--- config.mk ---
export PLATFORM = sky130hd
export DESIGN_NAME = lvs_lcd_view_select
export DESIGN_NICKNAME = d
export VERILOG_FILES = /design/src/hdl/lvs_pkg.sv /design/src/hdl/lvs_lcd_view_select.sv
export VERILOG_INCLUDE_DIRS = /design/src /design/src/hdl
export SDC_FILE = /design/constraint.sdc
export NUM_CORES = 1
export LEC_CHECK = 0
export ABC_CLOCK_PERIOD_IN_PS = 7000
export BUFFER_PORTS_ARGS = -buffer_cell sky130_fd_sc_hd__clkbuf_2
export CORE_MARGIN = 5
export CORE_UTILIZATION = 39
export DETAILED_ROUTE_END_ITERATION = 16
export HOLD_SLACK_MARGIN = 0.05
export SLEW_MARGIN = 10
export SYNTH_ARGS = -nofsm -noshare
export SYNTH_HDL_FRONTEND = slang
export SYNTH_SLANG_ARGS = --single-unit
--- constraint.sdc ---
create_clock -name sys_clk -period 7 [get_ports sys_clk]
set_input_delay 0.35 -clock sys_clk [delete_from_list [all_inputs] [get_ports sys_clk]]
set_output_delay 0.35 -clock sys_clk [all_outputs]
set_load 0.01 [all_outputs]
--- src/hdl/lvs_params.svh ---
`ifndef LVS_PARAMS_SVH
`define LVS_PARAMS_SVH
`define LVS_ROW_CHARS 5'd16
`define LVS_CMD_MAX 3'd5
`define LVS_CONV_LAST 6'd39
`define LVS_MAX_CHANNEL 7'd63
`define LVS_NV_BITS 17
`define LVS_COL_VALUE 4'd5
`define LVS_COL_POINT 4'd12
`define LVS_COL_LAST 4'd15
`define LVS_ASC_CR 8'h0d
`define LVS_ASC_LF 8'h0a
`define LVS_ASC_ZERO 8'h30
`define LVS_ASC_SPACE 8'h20
`define LVS_ASC_POINT 8'h2e
`define LVS_TXT_UPPER 24'h534455
`define LVS_TXT_LOWER 24'h53444c
`define LVS_TXT_TM 16'h544d
`define LVS_TXT_CP 16'h4350
`define LVS_TXT_TP 16'h5450
`define LVS_TXT_LIGHT_ON 32'h424b4f4e
`define LVS_TXT_LIGHT_OFF 40'h424b4f4646
`define LVS_LBL_COUNT 24'h434e54
`define LVS_LBL_TIMER 40'h54494d4552
`define LVS_LBL_PCOUNT 40'h434e545052
`define LVS_LBL_TPRESET 40'h54494d5052
`define LVS_RST_BACKLIGHT 1'b1
`define LVS_RST_UPPER_CH 6'h00
`define LVS_RST_LOWER_CH 6'h00
`endif

--- src/hdl/lvs_pkg.sv ---
package lvs_pkg;
    typedef enum logic [1:0] {SRC_COUNT, SRC_TIMER, SRC_PCOUNT, SRC_TPRESET} lvs_src_t;
    typedef enum logic [2:0] {ST_SETUP, ST_LATCH, ST_CONVERT, ST_EMIT} lvs_state_t;
endpackage

--- src/hdl/lvs_lcd_view_select.sv ---
// Behaviour
// - two rows of sixteen characters, switchable backlight
// - render 32-bit counts and 40-bit timer values
// - each row shows one of four sources
// - upper-row command selects channel, timer or presets
// - lower-row command selects channel, timer or presets
// - backlight on and off commands
// - selections and backlight saved, restored after power-up
`timescale 1ns/1ps
`default_nettype none
`include "lvs_params.svh"
module lvs_lcd_view_select
    import lvs_pkg::*;
(
    input wire logic sys_clk,
    input wire logic rst_n,
    input wire logic cmdValid,
    input wire logic [7:0] cmdByte,
    output logic cmdReady,
    output logic cmdDone,
    output logic cmdBad,
    output logic nvLoadReq,
    input wire logic nvLoadDone,
    input wire logic [`LVS_NV_BITS-1:0] nvLoadData,
    output logic nvStore,
    output logic [`LVS_NV_BITS-1:0] nvStoreData,
    output logic [5:0] chanAddr,
    input wire logic [31:0] countValue,
    input wire logic [31:0] presetCount,
    input wire logic [39:0] timerValue,
    input wire logic [39:0] timerPreset,
    output logic charValid,
    input wire logic charReady,
    output logic charRow,
    output logic [3:0] charCol,
    output logic [7:0] charCode,
    output logic backlightOn
);

    function automatic logic isDigit(input logic [7:0] c);
        isDigit = (c >= `LVS_ASC_ZERO) && (c <= `LVS_ASC_ZERO + 8'h09);
    endfunction

    // add three to every bcd nibble above four
    function automatic logic [51:0] dabble(input logic [51:0] bcd);
        logic [51:0] r;
        r = bcd;
        for (int i = 0; i < 13; i++) begin
            if (r[i*4 +: 4] > 4'h4) begin
                r[i*4 +: 4] = r[i*4 +: 4] + 4'h3;
            end
        end
        dabble = r;
    endfunction

    function automatic logic [7:0] charAt(input logic [3:0] col, input lvs_src_t src,
                                          input logic [5:0] ch, input logic [51:0] bcd);
        logic [39:0] label;
        logic isTime;
        int idx;
        logic [51:0] sh;
        isTime = (src == SRC_TIMER) || (src == SRC_TPRESET);
        case (src)
            SRC_COUNT: label = {`LVS_LBL_COUNT, `LVS_ASC_ZERO + {2'h0, ch / 6'd10},
                                `LVS_ASC_ZERO + {2'h0, ch % 6'd10}};
            SRC_TIMER: label = `LVS_LBL_TIMER;
            SRC_PCOUNT: label = `LVS_LBL_PCOUNT;
            default: label = `LVS_LBL_TPRESET;
        endcase
        // timer is in microseconds: drop four digits, keep hundredths
        if (isTime) begin
            idx = (col > `LVS_COL_POINT) ? 18 - int'(col) : 17 - int'(col);
        end else begin
            idx = 14 - int'(col);
        end
        sh = bcd >> (idx * 4);
        if (col < `LVS_COL_VALUE) begin
            charAt = label[39 - 8 * int'(col) -: 8];
        end else if (col == `LVS_COL_LAST) begin
            charAt = `LVS_ASC_SPACE;
        end else if (isTime && col == `LVS_COL_POINT) begin
            charAt = `LVS_ASC_POINT;
        end else begin
            charAt = `LVS_ASC_ZERO + {4'h0, sh[3:0]};
        end
    endfunction

    // command parser and saved settings
    logic [7:0] buf_reg [`LVS_CMD_MAX];
    logic [7:0] buf_next [`LVS_CMD_MAX];
    logic [2:0] len_reg, len_next;
    logic ovf_reg, ovf_next;
    logic restore_reg, restore_next;
    lvs_src_t upSrc_reg, upSrc_next, lowSrc_reg, lowSrc_next;
    logic [5:0] upCh_reg, upCh_next, lowCh_reg, lowCh_next;
    logic light_reg, light_next;
    logic done_reg, done_next, bad_reg, bad_next, store_reg, store_next;

    always_comb begin
        logic hit, upper, lower;
        logic [1:0] loadLow, loadUp;
        logic [6:0] ch;
        lvs_src_t src;
        hit = 1'b0;
        loadLow = 2'h0;
        loadUp = 2'h0;
        upper = 1'b0;
        lower = 1'b0;
        ch = 7'h00;
        src = SRC_COUNT;
        buf_next = buf_reg;
        len_next = len_reg;
        ovf_next = ovf_reg;
        restore_next = restore_reg;
        upSrc_next = upSrc_reg;
        upCh_next = upCh_reg;
        lowSrc_next = lowSrc_reg;
        lowCh_next = lowCh_reg;
        light_next = light_reg;
        done_next = 1'b0;
        bad_next = 1'b0;
        store_next = 1'b0;
        if (restore_reg) begin
            if (nvLoadDone) begin
                {light_next, loadLow, lowCh_next, loadUp, upCh_next} = nvLoadData;
                lowSrc_next = lvs_src_t'(loadLow);
                upSrc_next = lvs_src_t'(loadUp);
                restore_next = 1'b0;
            end
        end else if (cmdValid) begin
            if (cmdByte == `LVS_ASC_CR || cmdByte == `LVS_ASC_LF) begin
                len_next = 3'h0;
                ovf_next = 1'b0;
                if (len_reg != 3'h0) begin
                    upper = {buf_reg[0], buf_reg[1], buf_reg[2]} == `LVS_TXT_UPPER;
                    lower = {buf_reg[0], buf_reg[1], buf_reg[2]} == `LVS_TXT_LOWER;
                    ch = {3'h0, buf_reg[3][3:0]} * 7'd10 + {3'h0, buf_reg[4][3:0]};
                    if (!ovf_reg && len_reg == `LVS_CMD_MAX && (upper || lower)) begin
                        hit = 1'b1;
                        if (isDigit(buf_reg[3]) && isDigit(buf_reg[4]) && ch <= `LVS_MAX_CHANNEL) begin
                            src = SRC_COUNT;
                        end else if ({buf_reg[3], buf_reg[4]} == `LVS_TXT_TM) begin
                            src = SRC_TIMER;
                        end else if ({buf_reg[3], buf_reg[4]} == `LVS_TXT_CP) begin
                            src = SRC_PCOUNT;
                        end else if ({buf_reg[3], buf_reg[4]} == `LVS_TXT_TP) begin
                            src = SRC_TPRESET;
                        end else begin
                            hit = 1'b0;
                        end
                        if (hit && upper) begin
                            upSrc_next = src;
                            if (src == SRC_COUNT) begin
                                upCh_next = ch[5:0];
                            end
                        end
                        if (hit && lower) begin
                            lowSrc_next = src;
                            if (src == SRC_COUNT) begin
                                lowCh_next = ch[5:0];
                            end
                        end
                    end else if (!ovf_reg && len_reg == 3'd4 &&
                                 {buf_reg[0], buf_reg[1], buf_reg[2], buf_reg[3]} == `LVS_TXT_LIGHT_ON) begin
                        hit = 1'b1;
                        light_next = 1'b1;
                    end else if (!ovf_reg && len_reg == `LVS_CMD_MAX &&
                                 {buf_reg[0], buf_reg[1], buf_reg[2], buf_reg[3], buf_reg[4]}
                                 == `LVS_TXT_LIGHT_OFF) begin
                        hit = 1'b1;
                        light_next = 1'b0;
                    end
                    done_next = hit;
                    bad_next = !hit;
                    store_next = hit;
                end
            end else if (len_reg == `LVS_CMD_MAX) begin
                ovf_next = 1'b1;
            end else begin
                buf_next[len_reg] = cmdByte;
                len_next = len_reg + 3'h1;
            end
        end
    end

    always_ff @(posedge sys_clk or negedge rst_n) begin
        if (!rst_n) begin
            buf_reg <= '{default: 8'h00};
            len_reg <= 3'h0;
            ovf_reg <= 1'b0;
            restore_reg <= 1'b1;
            upSrc_reg <= SRC_COUNT;
            upCh_reg <= `LVS_RST_UPPER_CH;
            lowSrc_reg <= SRC_TIMER;
            lowCh_reg <= `LVS_RST_LOWER_CH;
            light_reg <= `LVS_RST_BACKLIGHT;
            done_reg <= 1'b0;
            bad_reg <= 1'b0;
            store_reg <= 1'b0;
        end else begin
            buf_reg <= buf_next;
            len_reg <= len_next;
            ovf_reg <= ovf_next;
            restore_reg <= restore_next;
            upSrc_reg <= upSrc_next;
            upCh_reg <= upCh_next;
            lowSrc_reg <= lowSrc_next;
            lowCh_reg <= lowCh_next;
            light_reg <= light_next;
            done_reg <= done_next;
            bad_reg <= bad_next;
            store_reg <= store_next;
        end
    end

    assign cmdReady = !restore_reg;
    assign cmdDone = done_reg;
    assign cmdBad = bad_reg;
    assign nvLoadReq = restore_reg;
    assign nvStore = store_reg;
    assign nvStoreData = {light_reg, lowSrc_reg, lowCh_reg, upSrc_reg, upCh_reg};
    assign backlightOn = light_reg;

    // display refresh engine
    lvs_state_t state_reg, state_next;
    logic row_reg, row_next;
    lvs_src_t curSrc_reg, curSrc_next;
    logic [5:0] curCh_reg, curCh_next;
    logic [4:0] col_reg, col_next;
    logic [5:0] step_reg, step_next;
    logic [39:0] bin_reg, bin_next;
    logic [51:0] bcd_reg, bcd_next;
    logic cv_reg, cv_next, cr_reg, cr_next;
    logic [3:0] cc_reg, cc_next;
    logic [7:0] code_reg, code_next;

    always_comb begin
        logic [51:0] adj;
        adj = dabble(bcd_reg);
        state_next = state_reg;
        row_next = row_reg;
        curSrc_next = curSrc_reg;
        curCh_next = curCh_reg;
        col_next = col_reg;
        step_next = step_reg;
        bin_next = bin_reg;
        bcd_next = bcd_reg;
        cv_next = cv_reg;
        cr_next = cr_reg;
        cc_next = cc_reg;
        code_next = code_reg;
        case (state_reg)
            ST_SETUP: begin
                curSrc_next = row_reg ? lowSrc_reg : upSrc_reg;
                curCh_next = row_reg ? lowCh_reg : upCh_reg;
                state_next = ST_LATCH;
            end
            ST_LATCH: begin
                case (curSrc_reg)
                    SRC_COUNT: bin_next = {8'h00, countValue};
                    SRC_TIMER: bin_next = timerValue;
                    SRC_PCOUNT: bin_next = {8'h00, presetCount};
                    default: bin_next = timerPreset;
                endcase
                bcd_next = 52'h0;
                step_next = 6'h00;
                state_next = ST_CONVERT;
            end
            ST_CONVERT: begin
                bcd_next = {adj[50:0], bin_reg[39]};
                bin_next = {bin_reg[38:0], 1'b0};
                step_next = step_reg + 6'h01;
                if (step_reg == `LVS_CONV_LAST) begin
                    col_next = 5'h00;
                    state_next = ST_EMIT;
                end
            end
            ST_EMIT: begin
                if (!cv_reg || charReady) begin
                    if (col_reg == `LVS_ROW_CHARS) begin
                        cv_next = 1'b0;
                        row_next = !row_reg;
                        state_next = ST_SETUP;
                    end else begin
                        cv_next = 1'b1;
                        cr_next = row_reg;
                        cc_next = col_reg[3:0];
                        code_next = charAt(col_reg[3:0], curSrc_reg, curCh_reg, bcd_reg);
                        col_next = col_reg + 5'h01;
                    end
                end
            end
            default: state_next = ST_SETUP;
        endcase
    end

    always_ff @(posedge sys_clk or negedge rst_n) begin
        if (!rst_n) begin
            state_reg <= ST_SETUP;
            row_reg <= 1'b0;
            curSrc_reg <= SRC_COUNT;
            curCh_reg <= 6'h00;
            col_reg <= 5'h00;
            step_reg <= 6'h00;
            bin_reg <= 40'h0;
            bcd_reg <= 52'h0;
            cv_reg <= 1'b0;
            cr_reg <= 1'b0;
            cc_reg <= 4'h0;
            code_reg <= 8'h00;
        end else begin
            state_reg <= state_next;
            row_reg <= row_next;
            curSrc_reg <= curSrc_next;
            curCh_reg <= curCh_next;
            col_reg <= col_next;
            step_reg <= step_next;
            bin_reg <= bin_next;
            bcd_reg <= bcd_next;
            cv_reg <= cv_next;
            cr_reg <= cr_next;
            cc_reg <= cc_next;
            code_reg <= code_next;
        end
    end

    assign chanAddr = curCh_reg;
    assign charValid = cv_reg;
    assign charRow = cr_reg;
    assign charCol = cc_reg;
    assign charCode = code_reg;

endmodule
`default_nettype wire

==> results of run 1 <==
stage by stage:
step | util [%] | std cells | hold slack (ns) | setup WS, ns | power [mW]
3_3_place_gp | 43.8 | 1811 | 0.462 | 3.61 | 3.10
2_1_floorplan | - | 1282 | 0.0544 | 3.90 | 2.71
6_report | 45.9 | 1844 | -0.0384 | 3.49 | 4.12
5_1_grt | 45.9 | 1844 | 0.0952 | 3.25 | 4.42
4_1_cts | 45.8 | 1844 | 0.0907 | 3.47 | 4.14
3_5_place_dp | 43.8 | 1811 | 0.464 | 3.53 | 3.14
cell families after synthesis:
family                     count (synthesis)  synth area share (%)
and+or+nand+nor                          366                  15.8
buffers and inverters                    168                  5.87
xor gates and xnor gates                  23                  1.73
adders and majority gates                 42                  4.63
DFF                                      191                  41.0
AOI/OAI and AO/OA                        407                  23.1
other                                      2                0.0644
muxes                                     82                  7.88
cells in the final DEF, fill, tap and decap left out, types with 8 or more instances in the layout:
cell | netlist | layout
nand2_1 | 110 | 110
mux2i_1 | 30 | 30
o211ai_1 | 37 | 37
clkbuf_2 | 0 | 214
o21ai_0 | 64 | 64
nor2b_1 | 13 | 13
nor4b_1 | 12 | 12
o22ai_1 | 56 | 56
a211oi_1 | 11 | 11
and3_1 | 13 | 13
ha_1 | 40 | 37
nand3_1 | 18 | 18
nand3b_1 | 14 | 14
a222oi_1 | 32 | 32
a31oi_1 | 48 | 48
inv_1 | 81 | 80
a2bb2oi_1 | 8 | 8
nor2_1 | 89 | 89
xnor2_1 | 21 | 21
dfrtp_1 | 188 | 188
nor3_1 | 45 | 44
clkbuf_16 | 0 | 17
o21a_1 | 19 | 19
nand4_1 | 10 | 10
buf_4 | 5 | 9
mux2_2 | 49 | 49
a21oi_1 | 87 | 87
how the worst max path moves through the flow:
stage,from,to,cells after the start
after CTS,curSrc_reg[0]$_DFFE_PN0P_,charCode[2]$_DFFE_PN0P_,7
after floorplan,buf_reg[9]$_DFFE_PN0P_,upCh_reg[3]$_DFFE_PN0P_,10
final,curSrc_reg[0]$_DFFE_PN0P_,charCode[2]$_DFFE_PN0P_,7
after detailed placement,curSrc_reg[0]$_DFFE_PN0P_,charCode[2]$_DFFE_PN0P_,7
after global routing,buf_reg[9]$_DFFE_PN0P_,upCh_reg[5]$_DFFE_PN0P_,10
after global placement,buf_reg[9]$_DFFE_PN0P_,upCh_reg[3]$_DFFE_PN0P_,10
what timing repair did:
| item | CTS | global route |
|---|---|---|
| endpoints found under the setup margin | 0 | 0 |
| hold endpoints to repair | 1 | 0 |
| hold buffers | 1 | 0 |
| resized for setup | 0 | 0 |
worst max-delay path, delay by kind of cell (launching register included):
kind                     cells  cell delay, ns
AO/OA/AOI/OAI                4            1.39
adder cells (fa/ha/maj)      1            0.71
flip-flops                   1            0.48
multiplexers                 1            0.57
AND/OR/NAND/NOR              1            0.22
layer usage:
metal | global-route usage (%) | up-vias | wire length, µm
li1 | - | 5078 | -
met1 | 26.6 | 4977 | 14700
met2 | 30.1 | 247 | 15700
met3 | 3.99 | 37 | 1530
met4 | 4.77 | 0 | 546
met5 | 0 | - | 0
area by class of cell:
cell class | instances | area, µm² | area share [%]
clock inverters | 14 | 146 | 1.08
multi-input cells | 923 | 6230 | 45.9
repair buffers | 225 | 1160 | 8.57
flip-flops and latches | 191 | 4780 | 35.3
well taps | 390 | 488 | 3.60
inverters | 83 | 312 | 2.30
clock buffers | 18 | 439 | 3.24
where the power goes:
group	internal, mW	total [mW]	switching (mW)
Clock	0.514	0.989	0.475
Combinational	0.709	1.49	0.779
Sequential	1.35	1.64	0.293
==> out/results.tsv, run 1 <==
stage	metric	value	unit
drt	DR WL/cell	17.6	µm
clock_tree	H-tree levels	4	
pwr	pwr dens	304	nW/µm²
clock_tree	Post-CTS Setup Inserts	0	
timing	Final TNS setup	0	ns
yosys	Post-synth EDFFs	0	
critical_path	FF-to-FF Start	curSrc_reg[0]$_DFFE_PN0P_	
grt	largest net degree at the start of global routing	114	
critical_path	max incr delay on CP	0.71	ns
pwr	Leakage	5.97	nW
timing	Tcrit/Tclk final	50.1	%
floorplanning	placement row count	63	
pwr	Max IR drop VDD	197	µV
drt	antenna viol nets, final	0	
clock_tree	CTS tree	yes	
final_layout	Final Instance Area	13600	µm²
floorplanning	Core Area	29600	µm²
critical_path	worst endpoint data arrival time	3.82	ns
yosys	top-count cell post-synth	dfrtp_1	
run_status	status	complete, but fails checks	
timing	Hold Fails Final Rpt	11	
final_layout	max reg flops	52	
drt	Via Count	10300	
timing	min Tclk post-route	3.51	ns
clock_tree	worst-case clock buffer depth	2	
clock_tree	clk_lat worst skew	0.45	ns
yosys	area fraction of the dominant cell type after synthesis	40.3	%
timing	Clock Skew	0.00985	ns
timing	max frequency	285	MHz
floorplanning	Total Die Area	33500	µm²
floorplanning	Die Width	183	µm
timing	Hold Slack	-0.0384	ns
run_status	violated checks	hold timing	
yosys	largest area contributor in the netlist	dfrtp_1	
yosys	async set or reset register ratio after synthesis	100	%
yosys	Syn Std Cell Area	11700	µm²
clock_tree	clock root cell	clkbuf_16	
yosys	Ys Warns	0	
grt	initial antenna violation count	0	
grt	first-pass GRT wire length	52.2	mm
floorplanning	Initial Utilization	39.5	%
critical_path	R2R cell count	7	
job	max_cap viols	0	
timing	Max Slew Vio Count	0	
final_layout	Fill cells	2918	
final_layout	Nets	1657	
yosys	most frequent cells after synthesis	dfrtp_1 (188), nand2_1 (110), nor2_1 (89)	
final_layout	diodes inserted	0	
clock_tree	clock-pin slew on the worst setup and hold paths	0.07	ns
critical_path	CP max-delay cell	ha_1	
placed_design	GPL Wtd Cong	0.864	
critical_path	CP Launch Type	flip-flop	
clock_tree	Clock Sinks	191	
grt	vias in the first global route	9780	
floorplanning	# IOs	217	
drt	DRC viols	0	
critical_path	crit-path cells	ha_1 > nor2_2 > a211oi_1 > a21o_1 > mux4_2 > a2111oi_2 > o41ai_1	
drt	Via-to-Cell Ratio	5.61	
placed_design	Placement Cell Area	13000	µm²
timing	RSZ-0062 raised after global routing	false	
critical_path	CP required	7.31	ns
yosys	ranking of synthesized cells by area	dfrtp_1 (40%), mux2_2 (4.7%), ha_1 (4.3%), a21oi_1 (3.7%), nand2_1 (3.5%)	
yosys	Netlist cell types	78	
timing	endpoints failing setup	0	
yosys	#FFs+latches synth	191	
timing	slew margin rel.	32.3	%
timing	Slew @ Worst Pin	1.02	ns
final_layout	area growth from synthesis to layout	16.2	%
drt	First-pass DRT Iterations	11	
critical_path	CP max FO	19	
hold_path	Tightest Hold Check Type	in2async	
yosys	Primary FF master, synth	dfrtp_1	
floorplanning	Chip Height	183	µm
critical_path	r2r setup slk	3.49	ns
drt	DRT Wirelength	32.5	mm
placed_design	PortBufs	215	
critical_path	r2r endpoint	charCode[2]$_DFFE_PN0P_	
critical_path	WS Path Type	reg2reg	
grt	total grt overflow	0	
drt	Starting DRT DRC Count	859	
critical_path	CP endpoint kind	flip-flop	
clock_tree	CTS Buf Count	17	
placed_design	Post-DP HPWL	23.6	mm
yosys	Gate Count Post-Synth	1281	
yosys	fraction of the yosys area taken by sequential cells	41.0	%
grt	Global Route Usage Sum	18.9	%
yosys	syn_area_per_cell	9.11	µm²
final_layout	share of layout cells above drive strength 1	22.8	%
(Power assumes the default switching activity.)
==> run 2: changes to the inputs <==
ABC_CLOCK_PERIOD_IN_PS = 2900   (was 7000)
clock period = 2.9 ns   (was 7 ns; I/O delays follow)
==> run 2 against run 1 <==
Effect of this change: worst hold slack better by 0.092 ns; sequential power rose by 140%; count of clock-buffer cells in the layout fell by 1; first-iteration DRC count unchanged; sequential share of layout area decreased by 2.6 points; critical endpoint is now lowCh_reg[3]$_DFFE_PN0P_; critical path depth rose by 3; total power rose to 2.6 times the previous value; cell count is 4.9% higher; the run ends with setup timing left; via count is 3.6% higher; global-route usage is 0.054 points higher; clock skew barely moved.
==> out/results.tsv, run 2 (synthesized netlist as in run 1, its figures left out) <==
stage	metric	value	unit
grt	total grt overflow	0	
timing	Hold Fails Final Rpt	0	
placed_design	Post-DP HPWL	24.0	mm
grt	GR Layer Usage met2	30.8	%
drt	Starting DRT DRC Count	859	
floorplanning	Core Area	29600	µm²
timing	Tcrit/Tclk final	101	%
timing	Clock Skew	0.0101	ns
final_layout	Fill cells	2794	
final_layout	Final Instance Area	14600	µm²
critical_path	max incr delay on CP	0.60	ns
grt	initial antenna violation count	0	
timing	max frequency	340	MHz
floorplanning	placement row count	63	
clock_tree	H-tree levels	4	
final_layout	Nets	1747	
timing	Slew @ Worst Pin	0.879	ns
floorplanning	# IOs	217	
drt	Via-to-Cell Ratio	5.54	
critical_path	CP Launch Type	flip-flop	
final_layout	most common cell after layout, fill and taps aside	clkbuf_2	
grt	first-pass GRT wire length	52.7	mm
floorplanning	Total Die Area	33500	µm²
critical_path	CP max-delay cell	fa_2	
final_layout	most frequent cells in the layout	clkbuf_2 (214), dfrtp_1 (187), nand2_1 (110)	
grt	grt met3 use	3.93	%
critical_path	most frequent CP cell	ha_4	
grt	vias in the first global route	10200	
final_layout	diodes inserted	0	
critical_path	worst endpoint data arrival time	3.28	ns
timing	RSZ-0062 raised after global routing	true	
critical_path	crit-path cells	ha_4 > ha_4 > fa_2 > nand3_2 > o21ai_2 > xnor2_2 > o22ai_2 > nand4_1 > a21oi_4 > mux2_4	
drt	Via Count	10700	
drt	First-pass DRT Iterations	9	
drt	DRT Wirelength	33.4	mm
critical_path	CP endpoint kind	flip-flop	
drt	antenna viol nets, final	0	
floorplanning	Die Width	183	µm
grt	met1 Use GR	26.2	%
timing	slew margin rel.	41.3	%
placed_design	total placed cells including tap cells	1849	
run_status	status	complete, but fails checks	
clock_tree	clock-pin slew on the worst setup and hold paths	0.08	ns
final_layout	final non-filler cell total	1934	
final_layout	area growth from synthesis to layout	25.5	%
final_layout	max reg flops	52	
pwr	Leakage	6.46	nW
placed_design	GPL Wtd Cong	0.867	
critical_path	delay-heaviest family, CP	adder cells	
critical_path	buffers and inverters on the worst path	0	
hold_path	Tightest Hold Check Type	in2reg	
grt	Global Route Usage Sum	19.0	%
final_layout	share of layout cells above drive strength 1	25.9	%
placed_design	PortBufs	215	
pwr	Max IR drop VDD	482	µV
timing	endpoints failing setup	4	
clock_tree	worst-case clock buffer depth	2	
clock_tree	CTS tree	yes	
timing	Max Slew Vio Count	0	
clock_tree	clock root cell	clkbuf_16	
timing	min Tclk post-route	2.94	ns
critical_path	CP max FO	3	
grt	GRT busiest layer	met2	
critical_path	CP required	3.23	ns
job	max_cap viols	0	
drt	DR WL/cell	17.3	µm
floorplanning	Chip Height	183	µm
floorplanning	Initial Utilization	39.5	%
pwr	pwr dens	723	nW/µm²
placed_design	Placement Cell Area	13300	µm²
run_status	violated checks	setup timing	
critical_path	WS Path Type	reg2reg	
timing	setup ws final	-0.0429	ns
placed_design	dpl ws	-0.0338	ns
clock_tree	clk_lat worst skew	0.45	ns
drt	DRC viols	0	
grt	largest net degree at the start of global routing	94	
clock_tree	Clock Sinks	191	
clock_tree	CTS Buf Count	17	
timing	Hold Slack	0.0537	ns
[run 2: worst paths after layout]
path	from	end	slack (ns)	cells after the start
min in group asynchronous	rst_n	bcd_reg[19]$_DFFE_PN0P_	0.33	2
setup / recovery	buf_reg[11]$_DFFE_PN0P_	lowCh_reg[3]$_DFFE_PN0P_	-0.04	10
setup reg to reg	buf_reg[11]$_DFFE_PN0P_	lowCh_reg[3]$_DFFE_PN0P_	-0.04	10
hold reg to reg	charCol[0]$_DFFE_PN0P_	charCol[0]$_DFFE_PN0P_	0.49	2
max in group asynchronous	rst_n	lowSrc_reg[0]$_DFFE_PN1P_	1.74	3
hold / removal	timerPreset[0]	bin_reg[0]$_DFFE_PN0P_	0.05	5
[run 2: timing repair]
item | CTS | global route
hold buffers | 48 | 1
setup buffers | 1 | 3
endpoints found under the hold margin | 158 | 1
endpoints found under the setup margin | 6 | 19
gates resized for setup | 5 | 36
pin swaps | 1 | 12
[run 2: cell type report]
class / count / area (µm²) / area share [%]
timing repair buffer: 315 / 2000 / 13.7
clock inverter: 15 / 198 / 1.35
multi-input combinational: 923 / 6430 / 43.9
sequential: 191 / 4780 / 32.7
clock buffer: 17 / 425 / 2.91
inverter: 83 / 312 / 2.13
tap: 390 / 488 / 3.33
[run 2: worst register-to-register path, delay by kind of cell, from the launching register on]
kind | cells | cell delay [ns]
flops | 1 | 0.41
xor+xnor | 1 | 0.11
simple gates | 2 | 0.29
mux | 1 | 0.32
compound gates | 3 | 0.69
fa+ha+maj | 3 | 1.02
[run 2: power by group]
| part | switching [mW] | internal [mW] | total [mW] | leakage [nW] |
|---|---|---|---|---|
| clock | 1.19 | 1.33 | 2.52 | 0.308 |
| combinational | 2.14 | 2.02 | 4.16 | 3.71 |
| sequential | 0.644 | 3.26 | 3.91 | 2.45 |
[run 2: per-stage QoR]
| step | power, mW | utilization, % | TNS (ns) |
|---|---|---|---|
| 2_1_floorplan | 6.55 | - | 0 |
| 3_3_place_gp | 7.68 | 44.9 | 0 |
| 3_5_place_dp | 7.74 | 44.9 | -0.123 |
| 4_1_cts | 10.4 | 48.8 | 0 |
| 5_1_grt | 11.3 | 49.5 | -1.34 |
| 6_report | 10.6 | 49.5 | -0.143 |
[run 2: per-layer routing]
layer  vias up  routed length [µm]
li1       5246                   -
met1      5202               15100
met2       232               16400
met3        33                1440
met4         0                 455
met5         -                   0
